`src/rtl/supervisor_pkg.sv`:
```
package supervisor_pkg;

    // Timebase and documented timeouts
    localparam int unsigned CLK_HZ              = 20_000_000;
    localparam int unsigned RESET_HOLD_TIME_US  = 1100;
    localparam int unsigned WDT_LONG_TIME_MS    = 35000;
    localparam int unsigned WDT_NORMAL_TIME_MS  = 1120;
    localparam int unsigned RESET_HOLD_CYCLES   = (RESET_HOLD_TIME_US * (CLK_HZ / 1_000_000));
    localparam longint unsigned WDT_LONG_CYCLES   = longint'(WDT_LONG_TIME_MS) * longint'(CLK_HZ / 1000);
    localparam longint unsigned WDT_NORMAL_CYCLES = longint'(WDT_NORMAL_TIME_MS) * longint'(CLK_HZ / 1000);

    // Reset output drive styles
    localparam bit DRIVE_OPEN_DRAIN = 1'b1;
    localparam bit DRIVE_PUSH_PULL  = 1'b0;

    // Monitor status bundle, each bit high while that cause is active
    typedef struct packed {
        logic primary_supply_low;
        logic secondary_supply_low;
        logic aux_undervolt_in;
    } monitor_t;

    // One reset pin as output value plus output enable
    typedef struct packed {
        logic out;
        logic oe;
    } pin_t;

    // Watchdog mode
    typedef enum logic [1:0] {
        WDT_INITIAL = 2'b00,
        WDT_NORMAL  = 2'b01
    } wdt_mode_t;

endpackage

```
`src/rtl/supervisor_reset_watchdog.sv`:
```
`timescale 1ns/1ps
module supervisor_reset_watchdog #(
    parameter int unsigned     HOLD_CYCLES   = supervisor_pkg::RESET_HOLD_CYCLES,
    parameter longint unsigned LONG_CYCLES   = supervisor_pkg::WDT_LONG_CYCLES,
    parameter longint unsigned NORMAL_CYCLES = supervisor_pkg::WDT_NORMAL_CYCLES,
    parameter bit              DRIVE_STYLE   = supervisor_pkg::DRIVE_OPEN_DRAIN,
    parameter bit              WDT_FITTED    = 1'b1
) (
    input  wire logic                     i_clk,
    input  wire logic                     i_srst,
    input  wire supervisor_pkg::monitor_t i_monitor,
    input  wire logic                     i_manual_reset_n,
    input  wire logic                     i_watchdog_kick,
    input  wire logic                     i_watchdog_float,
    input  wire logic                     i_powerfail_sense_low,
    output supervisor_pkg::pin_t          o_reset_out_a_n,
    output supervisor_pkg::pin_t          o_reset_out_b_n,
    output supervisor_pkg::pin_t          o_reset_out,
    output supervisor_pkg::pin_t          o_powerfail_alert_n,
    output logic                          o_watchdog_normal
);
    import supervisor_pkg::*;

    localparam int HW = (HOLD_CYCLES > 1) ? $clog2(HOLD_CYCLES + 1) : 1;
    localparam int WW = $clog2(LONG_CYCLES + 1);
    localparam logic [HW-1:0] HOLD_LAST = HW'(HOLD_CYCLES - 1);
    localparam logic [WW-1:0] LONG_LAST = WW'(LONG_CYCLES - 1);
    localparam logic [WW-1:0] NORM_LAST = WW'(NORMAL_CYCLES - 1);
    // Drive style decoded once; open-drain pins only ever pull low
    localparam bit            PP_DRIVE  = (DRIVE_STYLE == DRIVE_PUSH_PULL);

    logic [1:0]    sync_mon [3];
    logic [1:0]    sync_mr;
    logic [1:0]    sync_wdi;
    logic [1:0]    sync_flt;
    logic [1:0]    sync_pf;
    logic          wdi_last;
    logic          kick_edge;
    logic          mon_low;
    logic          cause;
    logic          wdt_expire;
    logic          reset_active;
    logic [HW-1:0] hold_cnt;
    logic [WW-1:0] wdt_cnt;
    wdt_mode_t     wdt_mode;
    logic          wdt_on;
    pin_t          rst_low_pin [2];

    // Two-stage synchronisers; logic reads only the second stage
    genvar g;
    generate
        for (g = 0; g < 3; g++) begin : g_mon_sync
            always_ff @(posedge i_clk) begin
                if (i_srst) begin
                    sync_mon[g] <= 2'h0;
                end else begin
                    sync_mon[g] <= {sync_mon[g][0], i_monitor[g]};
                end
            end
        end
    endgenerate

    // Manual input idles high, so it adds no cause out of reset
    always_ff @(posedge i_clk) begin
        if (i_srst) begin
            sync_mr <= 2'h3;
        end else begin
            sync_mr <= {sync_mr[0], i_manual_reset_n};
        end
    end

    // Kick input starts low, matching the edge detector's reset level
    always_ff @(posedge i_clk) begin
        if (i_srst) begin
            sync_wdi <= 2'h0;
        end else begin
            sync_wdi <= {sync_wdi[0], i_watchdog_kick};
        end
    end

    // Float flag starts set, so the watchdog stays off until the pin is seen
    always_ff @(posedge i_clk) begin
        if (i_srst) begin
            sync_flt <= 2'h3;
        end else begin
            sync_flt <= {sync_flt[0], i_watchdog_float};
        end
    end

    // Comparator starts good, so no alert pulse comes out of reset
    always_ff @(posedge i_clk) begin
        if (i_srst) begin
            sync_pf <= 2'h0;
        end else begin
            sync_pf <= {sync_pf[0], i_powerfail_sense_low};
        end
    end

    // Either edge on the kick input counts as service
    always_ff @(posedge i_clk) begin
        if (i_srst) begin
            wdi_last <= 1'b0;
        end else begin
            wdi_last <= sync_wdi[1];
        end
    end
    assign kick_edge = (sync_wdi[1] != wdi_last);

    // Causes; a bouncing manual input keeps re-arming the hold
    assign mon_low = sync_mon[0][1] | sync_mon[1][1] | sync_mon[2][1];
    assign cause   = mon_low | ~sync_mr[1] | wdt_expire;
    assign wdt_on  = WDT_FITTED & ~sync_flt[1];

    // Hold counter restarts from zero whenever any cause is present
    always_ff @(posedge i_clk) begin
        if (i_srst) begin
            reset_active <= 1'b1;
            hold_cnt     <= '0;
        end else if (cause) begin
            reset_active <= 1'b1;
            hold_cnt     <= '0;
        end else if (reset_active) begin
            if (hold_cnt == HOLD_LAST) begin
                reset_active <= 1'b0;
            end else begin
                hold_cnt <= hold_cnt + 1'b1;
            end
        end
    end

    // Watchdog: cleared in reset and on every edge, expiry one cycle pulse
    always_ff @(posedge i_clk) begin
        if (i_srst) begin
            wdt_cnt    <= '0;
            wdt_mode   <= WDT_INITIAL;
            wdt_expire <= 1'b0;
        end else if (reset_active || !wdt_on) begin
            wdt_cnt    <= '0;
            wdt_mode   <= WDT_INITIAL;
            wdt_expire <= 1'b0;
        end else if (kick_edge) begin
            wdt_cnt    <= '0;
            wdt_mode   <= WDT_NORMAL;
            wdt_expire <= 1'b0;
        end else begin
            unique case (wdt_mode)
                WDT_INITIAL: wdt_expire <= (wdt_cnt == LONG_LAST);
                WDT_NORMAL:  wdt_expire <= (wdt_cnt == NORM_LAST);
                default:     wdt_expire <= 1'b0;
            endcase
            wdt_cnt <= wdt_cnt + 1'b1;
        end
    end

    // Both active-low reset pins copy the one reset state, so they cannot disagree
    generate
        for (g = 0; g < 2; g++) begin : g_low_pin
            always_ff @(posedge i_clk) begin
                if (i_srst) begin
                    rst_low_pin[g] <= '{out: 1'b0, oe: 1'b1};
                end else begin
                    rst_low_pin[g].out <= ~reset_active;
                    rst_low_pin[g].oe  <= PP_DRIVE | reset_active;
                end
            end
        end
    endgenerate
    assign o_reset_out_a_n = rst_low_pin[0];
    assign o_reset_out_b_n = rst_low_pin[1];

    // Active-high pin; open-drain must float it while reset is on
    always_ff @(posedge i_clk) begin
        if (i_srst) begin
            o_reset_out <= '{out: 1'b1, oe: PP_DRIVE};
        end else begin
            o_reset_out.out <= reset_active;
            o_reset_out.oe  <= PP_DRIVE | ~reset_active;
        end
    end

    // Alert follows the comparator directly; no hold timer is applied
    always_ff @(posedge i_clk) begin
        if (i_srst) begin
            o_powerfail_alert_n <= '{out: 1'b1, oe: PP_DRIVE};
        end else begin
            o_powerfail_alert_n.out <= ~sync_pf[1];
            o_powerfail_alert_n.oe  <= PP_DRIVE | sync_pf[1];
        end
    end

    // Mode flag for the processor side, one cycle behind the mode register
    always_ff @(posedge i_clk) begin
        if (i_srst) begin
            o_watchdog_normal <= 1'b0;
        end else begin
            o_watchdog_normal <= (wdt_mode == WDT_NORMAL);
        end
    end

endmodule // supervisor_reset_watchdog

```
`config.mk`:
```
export PLATFORM = sky130hd
export DESIGN_NAME = supervisor_reset_watchdog
export DESIGN_NICKNAME = d
export VERILOG_FILES = /design/src/rtl/supervisor_pkg.sv /design/src/rtl/supervisor_reset_watchdog.sv
export SDC_FILE = /design/constraint.sdc
export NUM_CORES = 1
export LEC_CHECK = 0
export ABC_AREA = 1
export BUFFER_PORTS_ARGS = -buffer_cell sky130_fd_sc_hd__clkbuf_2
export CAP_MARGIN = 20
export CORE_MARGIN = 2
export CORE_UTILIZATION = 45
export DETAILED_ROUTE_END_ITERATION = 8
export PLACE_DENSITY = 0.67
export SYNTH_ARGS = -nofsm -noshare
export SYNTH_HDL_FRONTEND = slang
export SYNTH_SLANG_ARGS = --single-unit
```
`constraint.sdc`:
```
create_clock -name i_clk -period 3.4 [get_ports i_clk]
set_clock_uncertainty 0.2 [all_clocks]
set_input_delay 0.68 -clock i_clk [delete_from_list [all_inputs] [get_ports i_clk]]
set_output_delay 0.68 -clock i_clk [all_outputs]
set_load 0.05 [all_outputs]
```
## Yosys cells after proc, flatten, opt, wreduce, memory -nomap -nowiden

Memory sizes are Yosys's and may differ from the RTL's.
Cells that the tools add are included.

- Add/sub/neg operators: 2
- $mul: 0
- Div/mod/pow operators: 0
- Magnitude comparators: 0
- Equal/unequal tests: 4
- Shifts and indexed selects: 0
- Muxes and demuxes: 13
- Bitwise logic cells: 15
- Reduce and logical (&&, ||, !) cells: 6

Operators with widths:

| operator | count |
|---|---|
| $add 30x1->30 const B | 1 |
| $eq 30x25->1 const B | 1 |
| $eq 30x30->1 const B | 1 |
| $add 15x1->15 const B | 1 |
| $eq 15x15->1 const B | 1 |
| $or 1x1->1 | 11 |
| $mux 1 | 9 |
| $mux 2 | 3 |
| $not 1->1 | 4 |
| $reduce_or 2->1 | 2 |
| $reduce_or 3->1 | 1 |
| $logic_not 2->1 | 1 |
| $pmux 1 s2 | 1 |
| $reduce_and 2->1 | 1 |
| $logic_or 1x1->1 | 1 |
| $ne 1x1->1 | 1 |

- Register bits: 62
- Bits in latches: 0
- Memory bits (writable): 10
- Bits in read-only memories: 0
- Input bits: 9
- Logic and storage cells: 57
- Memories: 2

Memories:

| name | words | width | read ports | clocked after memory_dff | wr ports | RTL line | RTL |
|---|---|---|---|---|---|---|---|
| sync_mon | 3 | 2 | 3 | 0 | 3 | supervisor_reset_watchdog.sv:32 | `logic [1:0] sync_mon [3];` |
| rst_low_pin | 2 | 2 | 2 | 0 | 2 | supervisor_reset_watchdog.sv:47 | `pin_t rst_low_pin [2];` |

## Longest topological paths before layout

An unclocked memory read counts as a cell.

- Depth in word-level cells: 6
- Mapped depth: 9

## Worst setup path after synthesis

OpenSTA, ideal clock, no wires.

- Kind: reg-to-output
- Start: reg, netlist name o_reset_out[0]
- End: out o_reset_out_a_n[1] in the netlist's numbering
- Data arrival time: 914 ps
- Required time: 2,520 ps
- Path slack: 1,606 ps
- Stages on the path, launching flop included: 2
- Cells stage by stage: dfxtp_1 buf_4

RTL lines:

| what | RTL line | RTL |
|---|---|---|
| end: declaration | supervisor_reset_watchdog.sv:16 | `output supervisor_pkg::pin_t o_reset_out_a_n,` |

## Worst setup path after layout

- Start: in i_srst
- End: reg wdt_cnt[16]

- Longest elaborated chain between the ends: 1

RTL lines:

| what | RTL line | RTL |
|---|---|---|
| start: declaration | supervisor_reset_watchdog.sv:10 | `input wire logic i_srst,` |
| $reduce_or 3->1 (no source line) | - |  |
| end signal: assignment | supervisor_reset_watchdog.sv:151 | `wdt_cnt <= wdt_cnt + 1'b1;` |
| end: declaration | supervisor_reset_watchdog.sv:44 | `logic [WW-1:0] wdt_cnt;` |

No other way between the ends.
A chain may end at the register's enable or synchronous reset.

==> impl_metrics.toml <==
[sta]
setup_viol = 0
period_share_pct = 56.4
tns_ps = 0
relSlewSlack_pct = 59.2
layout_setup_ws_ps = 1480
slew_violations = 0
max_freq_mhz = 522
worstMarginPinSlew_ps = 611
rsz0062_at_grt = "false"
fin_crit_ps = 1920
report.final.hold_viol_count = 0

[cts]
ctsResizeCount = 0
cts_buffers = 9
cts_tree = "yes"
post_cts_buffers = 0
cts.sinks = 69
clock_latency_ps = 350
clockBufferDepth = 2
htreeDepth = 3
path_clk_slew_ps = 80
root_buffer = "clkbuf_8"
hold_buffers = 0

[placement]
place.gp.congestion = 0.904
dp_hpwl_mm = 5.04
io_buffers = 17
preCtsSetupSlack_ps = 1110
dp.cells = 597

[yosys]
yosysTopAreaCell = "dfxtp_1"
synth_fp_nets = 501
yosysWarnings = 0
ys_ff_latch = 69
yosysUniqueCellTypes = 29
synth_top_family_by_area = "simple AND/OR/NAND/NOR gates"
synth-simple-area-share_pct = 39.2
netlist.area_leader.share_pct = 41.7
synth.avg_cell_area_sq_um = 6.75
syn_area_sq_mm = 0.00331
synth-xor-area-share_pct = 1.32
synth_flop_cell = "dfxtp_1"
muxShareOfSynthArea_pct = 0
synth_compound_area_share_pct = 7.56
postSynth.asyncResetShare_pct = 0
synthAdderAreaFrac_pct = 0.756
synth_edf_count = 0
synthTopCellsByArea = "dfxtp_1 42%, nand2_1 13%, nor2_1 12%"
syn_inst = 490
synth_seq_area_share_pct = 41.7

[run]
cap_violations = 0

[worst_hold_path]
min_from = "sync_wdi[0]"
hold_path_depth = 2
hold_path.class = "reg2reg"
min_to = "sync_wdi[1]"

[final_layout]
antenna_cells = 0
multi_input_area_sq_mm = 0.00162
area_growth_pct = 9.75
final_cells = 613
layout_commonest_cell = "nand2_1"
n_fill_cell = 727
final_cell_mix = "119 x nand2_1, 107 x nor2_1, 69 x dfxtp_1"
fin_nets = 520
regArea_sq_mm = 0.00138
drive_gt1_share_pct = 13.0

[detailed_routing]
drc_errors = 0
viasPerCell = 4.75
drtIter0Drc = 188
vias = 2909
drt-total-wl_mm = 6.75
wl_per_cell_um = 11.0
first_pass_iters = 4
ant_nets = 0

[grt]
grt_pass1_wl_mm = 11.8
track_usage_pct = 18.0
antenna_found_initial = 0
grt_max_degree = 20
grt_pass1_vias = 2696
overflow = 0

[setup_path]
regToRegStartpoint = "reset_active"
required_ps = 3470
cp-start-kind = "input pin"
worstSetupPathType = "in2reg"
critPathMaxFanout = 19
r2r_end = "wdt_cnt[16]"
end_kind = "register"
cp.arrival_ps = 1980
reg2reg_depth = 5
reg2reg_slack_ps = 1510

[floorplanning]
die_area_sq_mm = 0.00806
die-height_um = 89.8
initial_core_util_pct = 46.1
core_sq_mm = 0.00718
die_x_um = 89.8
io_pins = 18
fp-row-count = 31

[pwr]
p_leak_nw = 1.30
p_total_w = 0.00149
peakVddDrop_v = 0.000309
power_density_mw_per_mm2 = 409

[run_status]
status = "finished clean"
cell type report:
| class | instances | share of cell area (%) |
|---|---|---|
| clock inverter | 7 | 1.72 |
| tap | 99 | 3.41 |
| inverter | 64 | 6.61 |
| timing repair buffer | 17 | 2.34 |
| multi-input combinational | 348 | 44.5 |
| sequential | 69 | 38.0 |
| clock buffer | 9 | 3.41 |
worst max path at each step:
stage          slack [ps]            endpoint      startpoint
3_3_place_gp         1160          wdt_cnt[2]          i_srst
3_5_place_dp         1110          wdt_cnt[2]          i_srst
2_1_floorplan        1610  o_reset_out_a_n[1]  o_reset_out[0]
5_1_grt              1320         wdt_cnt[23]          i_srst
4_1_cts              1480  o_reset_out_b_n[1]  o_reset_out[0]
6_report             1480         wdt_cnt[16]          i_srst
power by group:
| group | switching [W] | leakage [nW] | internal, W |
|---|---|---|---|
| Sequential | 0.00000388 | 0.560 | 0.000818 |
| Clock | 0.000352 | 0.0927 | 0.000280 |
| Combinational | 0.0000199 | 0.645 | 0.0000127 |
flip-flops by register name, summed over array words and instances (netlist names), 2 cells and up:
register,count
sync_pf,2
o_powerfail_alert_n,2
sync_wdi,2
sync_mr,2
hold_cnt,15
sync_flt,2
sync_mon,6
rst_low_pin,2
wdt_cnt,30
metrics by stage:
step	utilization, %	area (sq um)	hold slack [ps]
CTS	50.6	3630	206
global route	50.6	3630	224
global placement	48.0	3450	191
detailed placement	48.0	3450	195
floorplan	-	3310	188
finish	50.6	3630	205
per-layer routing:
metal	routed length, um	global-route usage (%)	vias up
met5	0	0	-
met4	75	5.00	0
met3	190	5.28	6
met2	3200	30.4	42
met1	3290	22.4	1299
li1	-	-	1562
Yosys cell counts (all sizes together) (2+ instances only):
master,count
nand3b,3
or2,4
nor2,118
nand3,31
xor2,4
o21ai,13
a31oi,2
nand2,125
nor3,7
a21oi,27
ha,2
dfxtp,69
nand4,9
buf,8
inv,64
logic make-up after synthesis:
kind of cell,Yosys count
xor+xnor,5
buf+inv,73
fa+ha+maj,2
flops,69
simple gates,298
compound gates,43
critical path, cell delays in order:
cell	delay [ps]
clkbuf_2	240
nor2_4	190
nand2_2	90
nor2_4	340
inv_2	250
a21oi_1	180
No activity file was read; power rests on OpenSTA's default activity.
